File: src/vbm_pkg.sv
// Constants, carrier types and enumerations of the vehicle bus message buffer host port.
// Assumes one 200 MHz system clock; the bus engine outside uses the same clock.
// Operation
// - Enhanced serial exchanges are two consecutive 8-bit transfers forming one pair.
// - First transfer: host byte may be junk, device returns its status byte.
// - Second transfer: host sends a command, device returns a possibly invalid data byte.
// - Port select decode: 00 enhanced, 01 handshake serial, 10 handshake async, 11 test; code takes high,low 10 as handshake serial, 01 as async.
// - Coding select with oscillator picks PWM or VPW and one of three bit rates.
// - With response enabled, answer frames with one node address byte, no check byte.
// - With response enabled, a missing response to our frame is a transmit error.
// - Response byte losing arbitration is not retried within the same frame.
// - With response disabled, neither send nor expect any response byte.
// - Node address straps are captured once when reset is released.
// - Transmit buffer holds one message of up to 11 bytes.
// - Device computes and appends the frame check byte after the data.
// - While a complete message is held, further host transmit bytes are ignored.
// - Flush pin in handshake modes or discard command drops the pending transmit message.
// - Handshake uses strobe and full pin; enhanced uses commands and status byte.
// - Two 11-byte receive buffers alternate; host sees only one at a time.
// - With both receive buffers full, new bus frames are ignored.
// - Handshake: message-waiting pin rises on full message; host ready precedes each byte.
// - Enhanced mode raises the message interrupt when a complete message lands.
// - Flush pin or receive-discard command drops the visible received message.
// - Own frames may be received, but response bytes never enter a receive buffer.
// - Enhanced mode compares target address with code under mask; mismatch drops frame.
// - On transmit error wait for idle bus, retry twice more, then drop and report.
package vbm_pkg;

  // ==========================================================================
  // Sizes and register map.
  localparam int          VBM_MSG_BYTES   = 11;
  localparam logic [7:0]  VBM_ADDR_CODE   = 8'h00;
  localparam logic [7:0]  VBM_ADDR_MASK   = 8'h04;
  localparam logic [7:0]  VBM_ADDR_STATUS = 8'h08;
  localparam logic [7:0]  VBM_ADDR_STRAPS = 8'h0C;
  localparam logic [7:0]  VBM_CODE_RST    = 8'h00;
  localparam logic [7:0]  VBM_MASK_RST    = 8'h00;
  localparam logic [1:0]  VBM_RETRY_MAX   = 2'h2;

  // ==========================================================================
  // Enhanced serial command codes, sent in the second byte of a pair.
  localparam logic [7:0]  VBM_CMD_TX_LOAD      = 8'h10;
  localparam logic [7:0]  VBM_CMD_TX_LOAD_LAST = 8'h11;
  localparam logic [7:0]  VBM_CMD_TX_FLUSH     = 8'h12;
  localparam logic [7:0]  VBM_CMD_RX_NEXT      = 8'h20;
  localparam logic [7:0]  VBM_CMD_RX_FLUSH     = 8'h21;
  localparam logic [7:0]  VBM_CMD_SET_CODE     = 8'h30;
  localparam logic [7:0]  VBM_CMD_SET_MASK     = 8'h31;

  // ==========================================================================
  // Frame check byte (polynomial, preset, final inversion), last serial bit index and target byte index.
  localparam logic [7:0]  VBM_CRC_POLY  = 8'h1D;
  localparam logic [7:0]  VBM_CRC_INIT  = 8'hFF;
  localparam logic [7:0]  VBM_CRC_XOR   = 8'hFF;
  localparam logic [2:0]  VBM_BIT_LAST  = 3'h7;
  localparam logic [3:0]  VBM_TGT_INDEX = 4'h1;

  // ==========================================================================
  // Types.
  typedef enum logic [1:0] {
    VBM_HOST_ENH_SPI, VBM_HOST_HS_SPI, VBM_HOST_HS_SCI, VBM_HOST_TEST
  } vbm_host_mode_t;

  typedef enum logic [1:0] {
    VBM_RATE_10K4, VBM_RATE_20K8, VBM_RATE_41K7
  } vbm_rate_t;

  typedef struct packed {
    vbm_host_mode_t host_mode;
    logic           pwm;
    vbm_rate_t      rate;
    logic           ifr_enable;
  } vbm_coding_t;

  typedef struct packed {
    logic       rx_both_full;
    logic       tx_error;
    logic       tx_done;
    logic       tx_sending;
    logic       tx_full;
    logic       rx_last;
    logic       rx_avail;
  } vbm_status_t;

  typedef struct packed {
    logic       start;
    logic       valid;
    logic [7:0] data;
    logic       ifr;
    logic       end_ok;
    logic       abort;
  } vbm_rx_t;

endpackage : vbm_pkg

File: src/vbm_host_port.sv
// Host port and message buffers of the vehicle bus controller.
// Assumes a bus engine on i_mclk that delivers received bytes and takes transmit bytes.
//
// Local design decisions: the address-and-strobe port and the register addresses.
`timescale 1ns/10ps
`default_nettype none
module vbm_host_port
  import vbm_pkg::*;
#(
  parameter int DEPTH = VBM_MSG_BYTES
) (
  input  wire logic        i_mclk,
  input  wire logic        i_rst_n,
  input  wire logic [7:0]  i_reg_addr,
  input  wire logic [31:0] i_reg_wdata,
  input  wire logic        i_reg_wr,
  input  wire logic        i_reg_rd,
  output logic      [31:0] o_reg_rdata,
  input  wire logic        i_host_port_select_low,
  input  wire logic        i_host_port_select_high,
  input  wire logic        i_coding_select,
  input  wire logic        i_osc_8mhz,
  input  wire logic        i_ifr_enable,
  input  wire logic [7:0]  i_node_address_straps,
  input  wire logic        i_spi_sck,
  input  wire logic        i_spi_mosi,
  input  wire logic        i_spi_cs_n,
  output logic             o_spi_miso,
  output logic             o_spi_miso_oe,
  input  wire logic        i_tx_message_strobe,
  output logic             o_tx_buffer_full,
  output logic             o_rx_msg_waiting,
  input  wire logic        i_rx_host_ready,
  input  wire logic        i_flush,
  output logic             o_rx_msg_irq,
  output logic             o_tx_error_flag,
  output vbm_coding_t      o_coding,
  output logic             o_tx_req,
  output logic      [7:0]  o_tx_byte,
  output logic             o_tx_last,
  input  wire logic        i_tx_take,
  input  wire logic        i_tx_bus_idle,
  input  wire logic        i_tx_arb_lost,
  input  wire logic        i_tx_error,
  input  wire logic        i_tx_frame_end,
  input  wire logic        i_tx_ifr_seen,
  input  wire vbm_rx_t     i_rx,
  output logic             o_ifr_req,
  output logic      [7:0]  o_ifr_byte,
  input  wire logic        i_ifr_sent,
  input  wire logic        i_ifr_arb_lost
);

  // ==========================================================================
  // Pin synchronisers: every outside level passes two flops first.
  localparam int SW = 19;
  // Idle levels: clock and select high, so no false edge follows reset.
  localparam logic [SW-1:0] PIN_IDLE = 19'h50000;
  logic [SW-1:0] pin_s1_reg;
  logic [SW-1:0] pin_s2_reg;
  logic [SW-1:0] pin_raw;
  logic          sck_d_reg;
  logic          strobe_d_reg;
  logic          flush_d_reg;
  logic          cs_d_reg;

  assign pin_raw = {i_spi_sck, i_spi_mosi, i_spi_cs_n, i_tx_message_strobe, i_flush,
                    i_rx_host_ready, i_host_port_select_high, i_host_port_select_low,
                    i_coding_select, i_osc_8mhz, i_ifr_enable, i_node_address_straps};

  // Second stage samples the first flop; edge history only ever looks at the second flop.
  always_ff @(posedge i_mclk or negedge i_rst_n) begin
    if (!i_rst_n) begin
      pin_s1_reg   <= PIN_IDLE;
      pin_s2_reg   <= PIN_IDLE;
      sck_d_reg    <= 1'b1;
      strobe_d_reg <= 1'b0;
      flush_d_reg  <= 1'b0;
      cs_d_reg     <= 1'b1;
    end else begin
      pin_s1_reg   <= pin_raw;
      pin_s2_reg   <= pin_s1_reg;
      sck_d_reg    <= pin_s2_reg[18];
      strobe_d_reg <= pin_s2_reg[15];
      flush_d_reg  <= pin_s2_reg[14];
      cs_d_reg     <= pin_s2_reg[16];
    end
  end

  wire       sck_s     = pin_s2_reg[18];
  wire       mosi_s    = pin_s2_reg[17];
  wire       cs_n_s    = pin_s2_reg[16];
  wire       strobe_s  = pin_s2_reg[15];
  wire       flush_s   = pin_s2_reg[14];
  wire       ready_s   = pin_s2_reg[13];
  wire [1:0] sel_s     = pin_s2_reg[12:11];
  wire       cod_s     = pin_s2_reg[10];
  wire       osc_s     = pin_s2_reg[9];
  wire       ifr_s     = pin_s2_reg[8];
  wire [7:0] addr_s    = pin_s2_reg[7:0];

  // ==========================================================================
  // Strap decode. Port select is level sensitive and followed continuously.
  vbm_host_mode_t host_mode;
  vbm_rate_t      rate;
  assign host_mode = sel_s == 2'b00 ? VBM_HOST_ENH_SPI :
                     sel_s == 2'b10 ? VBM_HOST_HS_SPI  :
                     sel_s == 2'b01 ? VBM_HOST_HS_SCI  : VBM_HOST_TEST;
  assign rate      = (osc_s && cod_s) ? VBM_RATE_41K7 :
                     (osc_s == cod_s) ? VBM_RATE_10K4 : VBM_RATE_20K8;
  wire enh     = host_mode == VBM_HOST_ENH_SPI;
  wire hs      = host_mode == VBM_HOST_HS_SPI || host_mode == VBM_HOST_HS_SCI;
  wire host_on = enh || hs;

  // Node address is caught once, in the cycle after the straps settle past reset.
  logic [7:0] node_addr_reg;
  logic [1:0] addr_wait_reg;
  always_ff @(posedge i_mclk or negedge i_rst_n) begin
    if (!i_rst_n) begin
      node_addr_reg <= 8'h00;
      addr_wait_reg <= 2'h0;
      o_coding      <= '0;
    end else begin
      if (addr_wait_reg != 2'h3) addr_wait_reg <= addr_wait_reg + 2'h1;
      if (addr_wait_reg == 2'h2) node_addr_reg <= addr_s;
      o_coding <= '{host_mode: host_mode, pwm: cod_s, rate: rate, ifr_enable: ifr_s};
    end
  end

  // ==========================================================================
  // Serial slave, clock idle high; host samples on rising edges, we shift on falling.
  logic [7:0] shin_reg;
  logic [7:0] shout_reg;
  logic [2:0] bit_reg;
  logic       pair_reg;
  logic [7:0] hold_reg;
  wire        sck_rise  = sck_s && !sck_d_reg;
  wire        sck_fall  = !sck_s && sck_d_reg;
  wire        byte_done = sck_rise && !cs_n_s && bit_reg == VBM_BIT_LAST;
  wire [7:0]  rx_in     = {shin_reg[6:0], mosi_s};
  vbm_status_t status;
  logic [7:0]  rx_out;
  logic [7:0]  next_out;
  // First byte of a pair carries status, the second the visible receive byte.
  assign next_out  = (enh && !pair_reg) ? {1'b0, status} : rx_out;
  wire status_sent = sck_fall && !cs_n_s && bit_reg == 3'h0 && enh && !pair_reg;

  always_ff @(posedge i_mclk or negedge i_rst_n) begin
    if (!i_rst_n) begin
      shin_reg  <= 8'h00;
      shout_reg <= 8'h00;
      bit_reg   <= 3'h0;
      pair_reg  <= 1'b0;
      hold_reg  <= 8'h00;
    end else if (cs_n_s || !host_on) begin
      bit_reg  <= 3'h0;
      pair_reg <= 1'b0;
    end else begin
      if (sck_fall) shout_reg <= bit_reg == 3'h0 ? next_out : {shout_reg[6:0], 1'b0};
      if (sck_rise) begin
        shin_reg <= rx_in;
        bit_reg  <= bit_reg + 3'h1;
      end
      if (byte_done && enh) begin
        pair_reg <= !pair_reg;
        if (!pair_reg) hold_reg <= rx_in;
      end
    end
  end
  assign o_spi_miso    = shout_reg[7];
  assign o_spi_miso_oe = !cs_n_s && host_on;
  wire cs_fall = !cs_n_s && cs_d_reg;

  // ==========================================================================
  // Host actions decoded from commands (enhanced) or from pins (handshake).
  wire cmd_ok    = byte_done && enh && pair_reg;
  wire [7:0] cmd = rx_in;
  wire hs_flush  = hs && flush_s && !flush_d_reg;
  wire tx_put    = (cmd_ok && (cmd == VBM_CMD_TX_LOAD || cmd == VBM_CMD_TX_LOAD_LAST)) ||
                   (byte_done && hs && strobe_s);
  wire [7:0] tx_put_byte = enh ? hold_reg : rx_in;
  wire tx_close  = (cmd_ok && cmd == VBM_CMD_TX_LOAD_LAST) ||
                   (hs && !strobe_s && strobe_d_reg);
  wire tx_flush  = (cmd_ok && cmd == VBM_CMD_TX_FLUSH) || hs_flush;
  wire rx_adv    = (cmd_ok && cmd == VBM_CMD_RX_NEXT) ||
                   (byte_done && hs && ready_s);
  wire rx_flush  = (cmd_ok && cmd == VBM_CMD_RX_FLUSH) || hs_flush;
  wire set_code  = cmd_ok && cmd == VBM_CMD_SET_CODE;
  wire set_mask  = cmd_ok && cmd == VBM_CMD_SET_MASK;

  // ==========================================================================
  // Acceptance filter registers, written by the register port or by commands.
  logic [7:0] address_match_code_reg;
  logic [7:0] address_match_mask_reg;
  always_ff @(posedge i_mclk or negedge i_rst_n) begin
    if (!i_rst_n) begin
      address_match_code_reg <= VBM_CODE_RST;
      address_match_mask_reg <= VBM_MASK_RST;
    end else begin
      if (i_reg_wr && i_reg_addr == VBM_ADDR_CODE) address_match_code_reg <= i_reg_wdata[7:0];
      else if (set_code) address_match_code_reg <= hold_reg;
      if (i_reg_wr && i_reg_addr == VBM_ADDR_MASK) address_match_mask_reg <= i_reg_wdata[7:0];
      else if (set_mask) address_match_mask_reg <= hold_reg;
    end
  end

  // ==========================================================================
  // Receive side: two alternating buffers, one visible to the host.
  logic [7:0] rx_mem [2][DEPTH];
  logic [3:0] rx_len_reg [2];
  logic [1:0] rx_full_reg;
  logic       rd_sel_reg;
  logic       wr_sel_reg;
  logic [3:0] rd_idx_reg;
  logic [3:0] wr_idx_reg;
  logic       rx_on_reg;
  wire        visible   = rx_full_reg[rd_sel_reg];
  wire        rd_last   = rd_idx_reg == rx_len_reg[rd_sel_reg] - 4'h1;
  wire        release_s = visible && host_on && (rx_flush || (rx_adv && rd_last));
  wire        both_full = &rx_full_reg;
  wire        tgt_bad   = enh && wr_idx_reg == VBM_TGT_INDEX &&
                          ((i_rx.data ^ address_match_code_reg) & address_match_mask_reg) != 8'h00;
  wire        rx_store  = rx_on_reg && i_rx.valid && !i_rx.ifr && !tgt_bad &&
                          wr_idx_reg < 4'(DEPTH);
  wire        rx_done   = rx_on_reg && i_rx.end_ok && wr_idx_reg != 4'h0;
  assign rx_out = visible ? rx_mem[rd_sel_reg][rd_idx_reg] : 8'h00;

  // Buffer memory carries no reset; occupancy flags say what is valid.
  always_ff @(posedge i_mclk) begin
    if (rx_store) rx_mem[wr_sel_reg][wr_idx_reg] <= i_rx.data;
  end

  // Frame capture; a frame starting while both buffers hold messages is dropped.
  always_ff @(posedge i_mclk or negedge i_rst_n) begin
    if (!i_rst_n) begin
      rx_on_reg  <= 1'b0;
      wr_sel_reg <= 1'b0;
      wr_idx_reg <= 4'h0;
      rx_len_reg <= '{default: 4'h0};
    end else if (i_rx.start) begin
      rx_on_reg  <= !both_full;
      wr_sel_reg <= visible ? !rd_sel_reg : rd_sel_reg;
      wr_idx_reg <= 4'h0;
    end else if (rx_on_reg) begin
      if (i_rx.abort || rx_done || (i_rx.valid && tgt_bad)) rx_on_reg <= 1'b0;
      if (rx_store) wr_idx_reg <= wr_idx_reg + 4'h1;
      if (rx_done) rx_len_reg[wr_sel_reg] <= wr_idx_reg;
    end
  end

  // Occupancy; filling and releasing never touch the same buffer at once.
  always_ff @(posedge i_mclk or negedge i_rst_n) begin
    if (!i_rst_n) begin
      rx_full_reg <= 2'b00;
      rd_sel_reg  <= 1'b0;
      rd_idx_reg  <= 4'h0;
    end else begin
      for (int b = 0; b < 2; b++) begin
        if (rx_done && wr_sel_reg == 1'(b)) rx_full_reg[b] <= 1'b1;
        else if (release_s && rd_sel_reg == 1'(b)) rx_full_reg[b] <= 1'b0;
      end
      if (release_s) begin
        rd_sel_reg <= !rd_sel_reg;
        rd_idx_reg <= 4'h0;
      end else if (rx_adv && visible) begin
        rd_idx_reg <= rd_idx_reg + 4'h1;
      end
    end
  end
  assign o_rx_msg_waiting = hs && visible;
  assign o_rx_msg_irq     = enh && visible;

  // ==========================================================================
  // Transmit side: a single message buffer and its retry sequencer.
  typedef enum logic [1:0] {VBM_TX_LOAD, VBM_TX_WAIT, VBM_TX_SEND} vbm_tx_state_t;
  vbm_tx_state_t tx_state_reg;
  logic [7:0] tx_mem [DEPTH];
  logic [3:0] tx_len_reg;
  logic [3:0] tx_idx_reg;
  logic [7:0] tx_crc_reg;
  logic [1:0] tx_try_reg;
  logic       tx_done_reg;
  logic       tx_err_reg;

  // One step of the frame check over a byte, most significant bit first.
  function automatic logic [7:0] vbm_crc_step(input logic [7:0] crc, input logic [7:0] d);
    logic [7:0] c;
    c = crc ^ d;
    for (int i = 0; i < 8; i++) c = c[7] ? ((c << 1) ^ VBM_CRC_POLY) : (c << 1);
    return c;
  endfunction : vbm_crc_step

  wire tx_open   = tx_state_reg == VBM_TX_LOAD && host_on;
  wire tx_write  = tx_put && tx_open && tx_len_reg < 4'(DEPTH);
  wire tx_fill   = tx_write && tx_len_reg == 4'(DEPTH - 1);
  wire tx_commit = tx_open && (tx_fill || (tx_close && (tx_write || tx_len_reg != 4'h0)));
  wire sending   = tx_state_reg == VBM_TX_SEND;
  wire ifr_miss  = i_tx_frame_end && ifr_s && !i_tx_ifr_seen;
  wire tx_fault  = sending && (i_tx_error || ifr_miss);
  wire tx_ok     = sending && i_tx_frame_end && !ifr_miss;
  wire tx_giveup = tx_fault && tx_try_reg == VBM_RETRY_MAX;

  always_ff @(posedge i_mclk) begin
    if (tx_write) tx_mem[tx_len_reg] <= tx_put_byte;
  end

  // Sequencer: wait for an idle bus, send, and retry after errors.
  always_ff @(posedge i_mclk or negedge i_rst_n) begin
    if (!i_rst_n) begin
      tx_state_reg <= VBM_TX_LOAD;
      tx_len_reg   <= 4'h0;
      tx_idx_reg   <= 4'h0;
      tx_crc_reg   <= VBM_CRC_INIT;
      tx_try_reg   <= 2'h0;
    end else if (tx_flush && host_on) begin
      tx_state_reg <= VBM_TX_LOAD;
      tx_len_reg   <= 4'h0;
      tx_try_reg   <= 2'h0;
    end else begin
      case (tx_state_reg)
        VBM_TX_LOAD: begin
          if (tx_write) tx_len_reg <= tx_len_reg + 4'h1;
          if (tx_commit) tx_state_reg <= VBM_TX_WAIT;
        end
        VBM_TX_WAIT: begin
          if (i_tx_bus_idle) begin
            tx_state_reg <= VBM_TX_SEND;
            tx_idx_reg   <= 4'h0;
            tx_crc_reg   <= VBM_CRC_INIT;
          end
        end
        VBM_TX_SEND: begin
          if (tx_ok || tx_giveup) begin
            tx_state_reg <= VBM_TX_LOAD;
            tx_len_reg   <= 4'h0;
            tx_try_reg   <= 2'h0;
          end else if (tx_fault) begin
            tx_state_reg <= VBM_TX_WAIT;
            tx_try_reg   <= tx_try_reg + 2'h1;
          end else if (i_tx_arb_lost) begin
            tx_state_reg <= VBM_TX_WAIT;  // Lost arbitration costs no attempt.
          end else if (i_tx_take && tx_idx_reg <= tx_len_reg) begin
            tx_idx_reg <= tx_idx_reg + 4'h1;
            if (tx_idx_reg < tx_len_reg) begin
              tx_crc_reg <= vbm_crc_step(tx_crc_reg, tx_mem[tx_idx_reg]);
            end
          end
        end
        default: tx_state_reg <= VBM_TX_LOAD;
      endcase
    end
  end

  // The check byte follows the last data byte; the host never supplies it.
  assign o_tx_req  = sending && tx_idx_reg <= tx_len_reg;
  assign o_tx_last = tx_idx_reg == tx_len_reg;
  assign o_tx_byte = o_tx_last ? (tx_crc_reg ^ VBM_CRC_XOR) : tx_mem[tx_idx_reg];
  assign o_tx_buffer_full = hs && tx_state_reg != VBM_TX_LOAD;
  assign o_tx_error_flag  = tx_err_reg;

  // Sticky outcome flags; they clear when status is read, a new event wins.
  wire st_read = (i_reg_rd && i_reg_addr == VBM_ADDR_STATUS) || status_sent;
  always_ff @(posedge i_mclk or negedge i_rst_n) begin
    if (!i_rst_n) begin
      tx_done_reg <= 1'b0;
      tx_err_reg  <= 1'b0;
    end else begin
      tx_done_reg <= tx_ok || (tx_done_reg && !st_read);
      tx_err_reg  <= tx_giveup || (tx_err_reg && !st_read);
    end
  end

  assign status = '{rx_both_full: both_full, tx_error: tx_err_reg, tx_done: tx_done_reg,
                    tx_sending: sending, tx_full: tx_state_reg != VBM_TX_LOAD,
                    rx_last: visible && rd_last, rx_avail: visible};

  // ==========================================================================
  // In-frame response: one byte of node address, no check byte, never retried.
  logic ifr_pend_reg;
  always_ff @(posedge i_mclk or negedge i_rst_n) begin
    if (!i_rst_n) begin
      ifr_pend_reg <= 1'b0;
    end else if (i_rx.start || i_ifr_sent || i_ifr_arb_lost) begin
      ifr_pend_reg <= 1'b0;
    end else if (i_rx.end_ok && ifr_s && !sending) begin
      ifr_pend_reg <= 1'b1;
    end
  end
  assign o_ifr_req  = ifr_pend_reg;
  assign o_ifr_byte = node_addr_reg;

  // ==========================================================================
  // Register port; read data stand in the cycle after the strobe.
  logic [31:0] rd_mux;
  assign rd_mux = i_reg_addr == VBM_ADDR_CODE   ? {24'h000000, address_match_code_reg} :
                  i_reg_addr == VBM_ADDR_MASK   ? {24'h000000, address_match_mask_reg} :
                  i_reg_addr == VBM_ADDR_STATUS ? {25'h0000000, status} :
                  i_reg_addr == VBM_ADDR_STRAPS ? {18'h00000, o_coding, node_addr_reg} :
                  32'h00000000;
  always_ff @(posedge i_mclk or negedge i_rst_n) begin
    if (!i_rst_n) o_reg_rdata <= 32'h00000000;
    else          o_reg_rdata <= i_reg_rd ? rd_mux : 32'h00000000;
  end

  wire unused_ok = &{1'b0, cs_fall, addr_s};

endmodule : vbm_host_port
`default_nettype wire

File: config.mk
export PLATFORM = sky130hd
export DESIGN_NAME = vbm_host_port
export DESIGN_NICKNAME = d
export VERILOG_FILES = /design/src/vbm_pkg.sv /design/src/vbm_host_port.sv
export SDC_FILE = /design/constraint.sdc
export NUM_CORES = 1
export LEC_CHECK = 0
export ABC_AREA = 0
export ABC_CLOCK_PERIOD_IN_PS = 6560
export BUFFER_PORTS_ARGS = -buffer_cell sky130_fd_sc_hd__buf_2
export CAP_MARGIN = 20
export CORE_ASPECT_RATIO = 0.7
export CORE_UTILIZATION = 45
export DETAILED_ROUTE_END_ITERATION = 6
export SETUP_SLACK_MARGIN = 0.1
export SYNTH_ARGS = -nofsm -noshare
export SYNTH_HDL_FRONTEND = slang
export SYNTH_SLANG_ARGS = --single-unit
File: constraint.sdc
create_clock -name i_mclk -period 6.56 [get_ports i_mclk]
set_input_delay 0.328 -clock i_mclk [delete_from_list [all_inputs] [get_ports i_mclk]]
set_output_delay 0.328 -clock i_mclk [all_outputs]
set_load 0.02 [all_outputs]
==> run_results.csv, run 1 <==
group,metric,value,unit
power,pwr-share-clk,32.2,%
critical_path,reg2reg_slack,3.12,ns
detailed_routing,postRouteAntennaNets,0,
critical_path,r2r_end,"tx_idx_reg[3]$_DFFE_PN0P_",
final_layout,reg_top3,"rx_mem: 176 flops, tx_mem: 88 flops",
clock_tree,cts_max_level,2,
clock_tree,cts_buffers,41,
synth,ys_top_cells_by_area,"edfxtp_1, dfrtp_1, mux4_2",
global_route,grt-ovfl-total,0,
critical_path,crit_path_start_kind,"flop",
synth,ys_seq_area_share,65.5,%
detailed_routing,drtIter0Drc,885,
floorplan,die_area,0.0412,sq mm
global_route,grt_pass1_wl,63600,um
sta,min_period,3.80,ns
placed_design,postPlaceCellArea,0.0191,sq mm
final_layout,synthToLayoutAreaGrowth,14.3,%
detailed_routing,wirelength,41400,um
placed_design,pre_cts_slack,3.07,ns
clock_tree,postCtsSetupRepairBufs,0,
synth,synth-edff-count,264,
detailed_routing,vias_per_cell,5.50,
synth,synth_cell_type_count,85,
critical_path,critPathTopFamily,"buffers and inverters",
power,irDropWorstVdd,0.287,mV
power,power.internal,5.23,mW
sta,min_period_over_period,57.9,%
sta,grt_setup_unrepaired,"false",
floorplan,coreArea,0.0398,sq mm
detailed_routing,drc_errors,0,
critical_path,arrival,3.47,ns
clock_tree,clk_latency,0.55,ns
synth,yosys_warnings,0,
sta,max_clock_freq,0.263,GHz
critical_path,endpoint_kind,"primary output",
global_route,antenna_found_initial,0,
critical_path,critical-path-max-stage-delay,0.71,ns
synth,synth_cells,1201,
synth,ys_async_sr_fraction,37.4,%
final_layout,finalInstanceArea,0.0208,sq mm
floorplan,die_h,170,um
clock_tree,clk_pin_slew,0.06,ns
synth,netlist_area,0.0182,sq mm
power,p_switching,2.17,mW
power,p_leak,7.93,nW
critical_path,worstPathRequired,6.23,ns
sta,layout_setup_ws,2.76,ns
detailed_routing,vias,10441,
floorplan,start_util,45.7,%
critical_path,critPathKind,"flop to primary output",
floorplan,die_w,242,um
power,powerDensity,356,mW/mm^2
critical_path,timing.critical_path.buf_inv,3,
sta,worst_pin_slew,1.10,ns
critical_path,critical_path.cell_chain,"buf_4, inv_1, ha_1, nand4_1, o21ai_0, buf_2",
sta,slew_headroom,26.7,%
power,comb_power_share,24.2,%
power,switching_share,29.3,%
clock_tree,cts_tree,"built",
clock_tree,post_cts_resized,0,
worst_hold_path,hold_end,"address_match_code_reg[5]$_DFFE_PN0P_",
worst_hold_path,hold_path_depth,3,
global_route,grt_max_degree,99,
synth,synthTopCellsByCount,"edfxtp_1, dfrtp_1, nor2_1",
synth,synth_top_cell_by_area,"edfxtp_1",
sta,finalSetupViolCount,0,
synth,avgSynthCellArea,15.1,sq um
power,seq_power_share,43.6,%
clock_tree,cts_root_buf,"clkbuf_16",
placed_design,place.detailed.hpwl,27900,um
synth,synth_seq_cells,422,
global_route,track_usage,20.6,%
placed_design,portBuffers,104,
clock_tree,cts_sinks,422,
global_route,grt_pass1_vias,10330,
sta,holdWs,0.0231,ns
final_layout,layout-drive-gt1-share,23.8,%
critical_path,path_max_fanout,22,
outcome,status,"complete, no violations",
sta,fin_skew,0.0317,ns
sta,setup_tns,0,ns
final_layout,nets,1441,
detailed_routing,dr.pass1.iters,7,
placed_design,place_congestion,0.842,
worst_hold_path,min_path_type,"input pin to flop",
floorplan,io_pins,147,
flow_run,maxCapViolCount,0,
final_layout,largest_reg_flops,176,
critical_path,r2r_start,"tx_idx_reg[0]$_DFFE_PN0P_",
floorplan,std_cell_rows,61,
synth,synth_flop_cell,"edfxtp_1",
sta,hold_viol_final,0,
synth,yosysTopAreaCellShare,43.7,%
worst_hold_path,min_from,"i_reg_wdata[5]",
critical_path,reg2regPathDepth,8,
critical_path,cp_slowest_cell,"dfrtp_1",
clock_tree,clockBufferDepth,3,
detailed_routing,wl_per_cell,21.8,um
final_layout,top_register,"rx_mem",
sta,finalMaxSlewViolations,0,
synth,yosysMostFrequentCell,"edfxtp_1",
[power groups by stage]
stage	combinational (mW)	clock [mW]	sequential, mW
CTS	1.80	2.42	3.23
global route	1.95	2.53	3.26
finish	1.79	2.38	3.23
detailed placement	1.78	0	3.28
floorplan	1.45	0	3.16
global placement	1.76	0	3.28
[metal layers]
metal	part of all wire [%]	global-route usage, %	vias up
li1	-	-	4745
met1	50	32.3	5315
met2	42	29.2	332
met3	6.6	3.90	49
met4	1.6	4.98	0
met5	0	0	-
[final cells by class]
cell class	count	area, sq um
multi-input combinational	691	5790
sequential	422	11900
tap	535	669
clock inverter	14	105
antenna	1	2.50
clock buffer	59	1270
timing repair buffer	146	907
inverter	29	109
fill	3306	19000
[how the worst max path moves through the flow]
stage	start	endpoint	slack, ns	cells after the start
detailed placement	tx_idx_reg[0]$_DFFE_PN0P_	tx_idx_reg[3]$_DFFE_PN0P_	3.07	8
global route	tx_idx_reg[0]$_DFFE_PN0P_	o_tx_byte[7]	2.47	6
global placement	tx_idx_reg[0]$_DFFE_PN0P_	tx_idx_reg[3]$_DFFE_PN0P_	3.11	8
finish	tx_idx_reg[0]$_DFFE_PN0P_	o_tx_byte[7]	2.76	6
floorplan	bit_reg[0]$_DFFE_PN0P_	tx_mem[8][0]$_DFFE_PP_	3.81	8
CTS	tx_idx_reg[0]$_DFFE_PN0P_	o_tx_byte[7]	2.65	6
[what timing repair did]
action                                 CTS  global route
hold buffers                            26             0
endpoints found under the hold margin  113             0
setup endpoints to repair                0             0
[kinds of logic after synthesis]
kind of cell | Yosys count | synth area share [%]
mux | 175 | 13.4
flops | 422 | 65.5
buf+inv | 105 | 2.99
simple gates | 260 | 7.41
compound gates | 166 | 6.38
fa+ha+maj | 26 | 1.79
xor+xnor | 46 | 2.49
other cells | 1 | 0.0207
[worst reg2reg max path, delay by kind of cell (launching register included)]
family          cells  cell delay, ns
buf+inv             2            0.59
fa+ha+maj           1            0.30
compound gates      4            1.10
simple gates        1            0.63
flops               1            0.71
[per-stage QoR]
stage	power [mW]	cells	util [%]
after floorplan	4.61	1218	-
after global placement	5.04	1796	48.1
after detailed placement	5.06	1797	48.1
after CTS	7.45	1896	52.2
after global routing	7.74	1896	52.2
final	7.40	1897	52.2
[placed cells by master, fill, tap and decap left out, drive strengths merged, types with 10 or more instances in the layout]
master,instances
a21oi,24
and2,15
and3,14
buf,120
clkbuf,59
clkinv,11
conb,18
dfrtp,145
dfstp,13
dlygate4sd3,26
edfxtp,264
ha,26
inv,29
mux2,53
mux2i,73
mux4,49
nand2,61
nand2b,12
nor2,78
nor2b,13
nor3,17
o21ai,56
o22a,10
xnor2,22
xor2,21
Note: power is estimated with default switching activity, not from simulation.
==> run 2: changes to the inputs <==
- ABC_CLOCK_PERIOD_IN_PS: 6560 -> 3170
- PLACE_DENSITY: unset -> 0.65
- clock period: 6.56 -> 3.17 ns (I/O delays scaled with it)
==> run_results.csv, run 2 (synthesized netlist as in run 1, its figures left out) <==
group,metric,value,unit
power,p_leak,8.19,nW
final_layout,diodes,0,
critical_path,r2r_end,"tx_mem[7][2]$_DFFE_PP_",
critical_path,endpoint_kind,"primary output",
floorplan,io_pins,147,
final_layout,reg_top3,"rx_mem: 176 flops, tx_mem: 88 flops",
detailed_routing,postRouteAntennaNets,0,
final_layout,regArea,0.0119,sq mm
critical_path,reg2reg_slack,0.27,ns
sta,grt_setup_unrepaired,"false",
floorplan,start_util,45.7,%
global_route,track_usage,21.0,%
clock_tree,cts_max_level,2,
detailed_routing,vias_per_cell,5.50,
critical_path,path_max_fanout,17,
sta,min_period,2.91,ns
final_layout,layout_common_cells,"edfxtp_1, dfrtp_1, buf_2, nor2_1, mux2i_1",
detailed_routing,vias,10731,
worst_hold_path,hold_path_depth,3,
sta,max_clock_freq,0.344,GHz
sta,finalSetupViolCount,0,
critical_path,reg2regPathDepth,9,
final_layout,fill_cells,3257,
sta,fin_skew,0.0186,ns
sta,worst_pin_slew,0.790,ns
clock_tree,cts_sinks,422,
detailed_routing,wirelength,42200,um
placed_design,place_congestion,0.842,
placed_design,pre_cts_slack,0.215,ns
final_layout,multi_input_area,0.00579,sq mm
sta,layout_setup_ws,0.261,ns
critical_path,worstPathRequired,3.01,ns
placed_design,place.detailed.hpwl,29300,um
floorplan,die_w,242,um
critical_path,crit_path_start_kind,"flop",
floorplan,std_cell_rows,61,
detailed_routing,dr.pass1.iters,5,
placed_design,portBuffers,104,
final_layout,largest_reg_flops,176,
global_route,grt-ovfl-total,0,
floorplan,die_area,0.0412,sq mm
global_route,grt_max_degree,90,
clock_tree,clk_pin_slew,0.06,ns
sta,finalMaxSlewViolations,0,
sta,setup_tns,0,ns
clock_tree,cts_root_buf,"clkbuf_16",
critical_path,crit_end,"o_tx_byte[0]",
detailed_routing,drc_errors,0,
clock_tree,cts_buffers,41,
detailed_routing,drtIter0Drc,919,
final_layout,top_register,"rx_mem",
worst_hold_path,min_path_type,"input pin to flop",
sta,hold_viol_final,0,
critical_path,critPathKind,"flop to primary output",
sta,slew_headroom,47.3,%
final_layout,layout_commonest_cell,"edfxtp_1",
outcome,status,"complete, no violations",
final_layout,layout-drive-gt1-share,26.1,%
critical_path,cp-startpoint,"tx_idx_reg[1]$_DFFE_PN0P_",
final_layout,nets,1495,
floorplan,coreArea,0.0398,sq mm
flow_run,maxCapViolCount,0,
power,powerDensity,725,mW/mm^2
final_layout,synthToLayoutAreaGrowth,16.6,%
critical_path,arrival,2.75,ns
clock_tree,cts_tree,"built",
detailed_routing,wl_per_cell,21.6,um
clock_tree,clockBufferDepth,3,
global_route,grt_pass1_vias,10725,
critical_path,r2r_start,"bit_reg[0]$_DFFE_PN0P_",
global_route,antenna_found_initial,1,
power,irDropWorstVdd,0.654,mV
sta,min_period_over_period,91.8,%
clock_tree,clk_latency,0.55,ns
global_route,grt_pass1_wl,65000,um
floorplan,die_h,170,um
-- run 2: changes by cell type in the layout (fill, tap and decap cells not counted), sizes merged --
cell | before | now
buf | 120 | 164
dlygate4sd3 | 26 | 36
clkbuf | 59 | 55
inv | 29 | 33
clkinv | 11 | 13
bufinv | 1 | 2
clkinvlp | 2 | 1
diode | 1 | 0
-- run 2: where the power goes --
part	switching, mW	total, mW	internal [mW]
combinational	2.13	4.00	1.87
sequential	0.315	6.55	6.24
clock	2.09	4.80	2.71
-- run 2: cell type report --
cell class	count	share of cell area, %
sequential	422	56.2
clock inverter	20	0.816
multi-input combinational	691	27.4
clock buffer	55	5.38
timing repair buffer	200	6.55
tap	535	3.16
inverter	29	0.514
-- run 2: worst min path at each step --
| stage | start | endpoint | slack [ns] |
|---|---|---|---|
| floorplan | i_rst_n | addr_wait_reg[0]$_DFFE_PN0P_ | -0.14 |
| global placement | i_rst_n | pin_s1_reg[14]$_DFF_PN0_ | 0.27 |
| detailed placement | i_node_address_straps[7] | pin_s1_reg[7]$_DFF_PN0_ | 0.27 |
| CTS | i_tx_bus_idle | tx_state_reg[1]$_DFFE_PN0P_ | 0.03 |
| global route | i_tx_bus_idle | tx_state_reg[1]$_DFFE_PN0P_ | 0.05 |
| finish | i_tx_bus_idle | tx_state_reg[1]$_DFFE_PN0P_ | 0.05 |
-- run 2: per-layer routing --
| layer | share of wire, % | global-route usage [%] |
|---|---|---|
| met5 | 0 | 0 |
| met4 | 2.0 | 5.23 |
| met3 | 6.7 | 3.96 |
| met2 | 44 | 30.8 |
| met1 | 48 | 32.2 |
-- run 2: per-stage QoR --
step	power [mW]	hold slack, ns	cell area [sq um]	util, %	instances
after floorplan	9.54	-0.137	18200	-	1218
after global placement	10.6	0.267	19500	49.0	1841
after detailed placement	10.6	0.268	19500	49.0	1841
after CTS	15.5	0.0331	21200	53.2	1952
after global routing	16.0	0.0549	21200	53.2	1952
final	15.4	0.0531	21200	53.2	1952
-- run 2: what timing repair did --
action | in CTS | in global routing
resized for setup | 0 | 3
buffers inserted | 0 | 0
endpoints found under the hold margin | 138 | 0
setup endpoints to repair | 0 | 23
hold buffers | 36 | 0
-- run 2: worst max-delay path, cell delays in order, from the launching register on --
cell and delay [ns]:
dfrtp_1 0.45, buf_4 0.25, inv_2 0.23, mux4_2 0.53, mux2_2 0.32, a21oi_1 0.22, buf_2 0.21
==> run 3: changes to the inputs <==
- ABC_CLOCK_PERIOD_IN_PS: 3170 -> 3600
- CORE_UTILIZATION: 45 -> 60
- PLACE_DENSITY: 0.65 -> 0.8
- clock period: 3.17 -> 3.6 ns (I/O delays scaled with it)
==> run_results.csv, run 3 (synthesized netlist as in run 1, its figures left out) <==
group,metric,value,unit
global_route,grt_pass1_vias,11176,
critical_path,reg2reg_slack,0.54,ns
critical_path,cp-startpoint,"bit_reg[0]$_DFFE_PN0P_",
clock_tree,cts_sinks,422,
placed_design,place_congestion,0.867,
sta,finalSetupViolCount,0,
sta,setup_tns,0,ns
detailed_routing,vias_per_cell,6.11,
floorplan,die_h,148,um
global_route,track_usage,28.3,%
final_layout,layout_commonest_cell,"edfxtp_1",
flow_run,maxCapViolCount,0,
floorplan,die_area,0.0310,sq mm
power,irDropWorstVdd,0.674,mV
critical_path,endpoint_kind,"flop",
power,p_leak,8.11,nW
final_layout,diodes,0,
detailed_routing,dr.pass1.iters,5,
clock_tree,cts_root_buf,"clkbuf_16",
sta,grt_setup_unrepaired,"false",
global_route,grt_max_degree,112,
final_layout,fill_cells,1774,
sta,finalMaxSlewViolations,0,
critical_path,critPathKind,"flop to flop",
power,power,13.5,mW
final_layout,nets,1479,
detailed_routing,drc_errors,0,
detailed_routing,wl_per_cell,23.4,um
critical_path,path_max_fanout,8,
final_layout,multi_input_area,0.00579,sq mm
floorplan,start_util,61.9,%
sta,max_clock_freq,0.326,GHz
outcome,status,"complete, no violations",
critical_path,crit_path_start_kind,"flop",
final_layout,layout-drive-gt1-share,24.8,%
critical_path,reg2regPathDepth,8,
placed_design,portBuffers,104,
final_layout,synthToLayoutAreaGrowth,15.0,%
critical_path,r2r_start,"bit_reg[0]$_DFFE_PN0P_",
floorplan,coreArea,0.0293,sq mm
global_route,antenna_found_initial,0,
critical_path,arrival,3.24,ns
floorplan,io_pins,147,
sta,min_period,3.06,ns
sta,slew_headroom,40.9,%
sta,holdWs,0.0217,ns
final_layout,top_register,"rx_mem",
sta,fin_skew,0.0235,ns
clock_tree,clk_latency,0.55,ns
worst_hold_path,min_path_type,"input pin to async pin",
final_layout,reg_top3,"rx_mem: 176 flops, tx_mem: 88 flops",
sta,hold_viol_final,0,
power,powerDensity,646,mW/mm^2
final_layout,regArea,0.0119,sq mm
sta,min_period_over_period,85.1,%
final_layout,largest_reg_flops,176,
final_layout,utilization,71.2,%
critical_path,worstPathRequired,3.77,ns
final_layout,layout_common_cells,"edfxtp_1, dfrtp_1, buf_2, nor2_1, mux2i_1",
clock_tree,clockBufferDepth,3,
detailed_routing,vias,11028,
clock_tree,cts_max_level,2,
clock_tree,cts_buffers,40,
global_route,grt_pass1_wl,65200,um
critical_path,r2r_end,"tx_mem[8][1]$_DFFE_PP_",
detailed_routing,wirelength,42200,um
clock_tree,postCtsSetupRepairBufs,0,
critical_path,crit_end,"tx_mem[8][1]$_DFFE_PP_",
detailed_routing,postRouteAntennaNets,0,
global_route,grt-ovfl-total,0,
sta,worst_pin_slew,0.887,ns
clock_tree,clk_pin_slew,0.06,ns
clock_tree,cts_tree,"built",
floorplan,std_cell_rows,52,
floorplan,die_w,210,um
detailed_routing,drtIter0Drc,1281,
placed_design,place.detailed.hpwl,27600,um
[run 3: cell count changes in the layout (fill, tap and decap cells not counted), sizes merged]
cell / before / now
buf: 164 / 150
bufinv: 2 / 4
clkbuf: 55 / 58
clkinv: 13 / 8
dlygate4sd3: 36 / 35
inv: 33 / 32
[run 3: worst min path at each step]
stage                        startpoint                           end  slack (ns)  cells after the start
3_3_place_gp   i_node_address_straps[6]       pin_s1_reg[6]$_DFF_PN0_        0.29                      1
4_1_cts                   i_tx_bus_idle   tx_state_reg[1]$_DFFE_PN0P_        0.04                      3
2_1_floorplan                   i_rst_n  addr_wait_reg[0]$_DFFE_PN0P_       -0.12                      0
6_report                        i_rst_n         o_coding[2]$_DFF_PN0_        0.02                      2
5_1_grt                         i_rst_n       pin_s1_reg[9]$_DFF_PN0_        0.03                      2
3_5_place_dp               i_ifr_enable       pin_s1_reg[8]$_DFF_PN0_        0.29                      1
[run 3: what timing repair did]
action	CTS	global route
hold endpoints to repair	151	0
resized for setup	0	0
setup endpoints to repair	0	0
hold buffers	35	0
[run 3: through the flow]
| stage | worst slack (ns) | instance area, sq um | std cells |
|---|---|---|---|
| finish | 0.535 | 20900 | 1806 |
| global route | 0.355 | 20900 | 1806 |
| CTS | 0.489 | 20900 | 1804 |
| detailed placement | 0.611 | 19200 | 1695 |
| global placement | 0.685 | 19200 | 1695 |
| floorplan | 0.851 | 18200 | 1218 |
[run 3: final cells by class]
type / instances / area share (%)
Sequential cell: 422 / 57.0
Multi-Input combinational cell: 691 / 27.7
Timing Repair Buffer: 185 / 6.13
Clock buffer: 58 / 5.31
Tap cell: 405 / 2.43
Clock inverter: 16 / 0.922
Inverter: 29 / 0.521
[run 3: critical path, stage by stage, from the launching register on]
cell and delay (ns):
dfrtp_1 0.40, ha_1 0.17, ha_1 0.19, and4bb_4 0.30, nand4_4 0.13, or3_4 0.43, a2111oi_4 0.36, and3_2 0.26
and2_1 0.45
[run 3: layer usage]
layer	part of all wire, %	up-vias	global-route usage (%)
li1	-	4833	-
met1	42	5497	42.2
met2	46	627	42.5
met3	10	71	6.52
met4	2.2	0	7.30
met5	0	-	0
[run 3: report_power, final]
| group | switching (mW) | leakage (nW) | internal (mW) | total [mW] |
|---|---|---|---|---|
| combinational | 1.87 | 3.14 | 1.61 | 3.48 |
| sequential | 0.310 | 4.33 | 5.49 | 5.80 |
| clock | 1.77 | 0.633 | 2.45 | 4.22 |
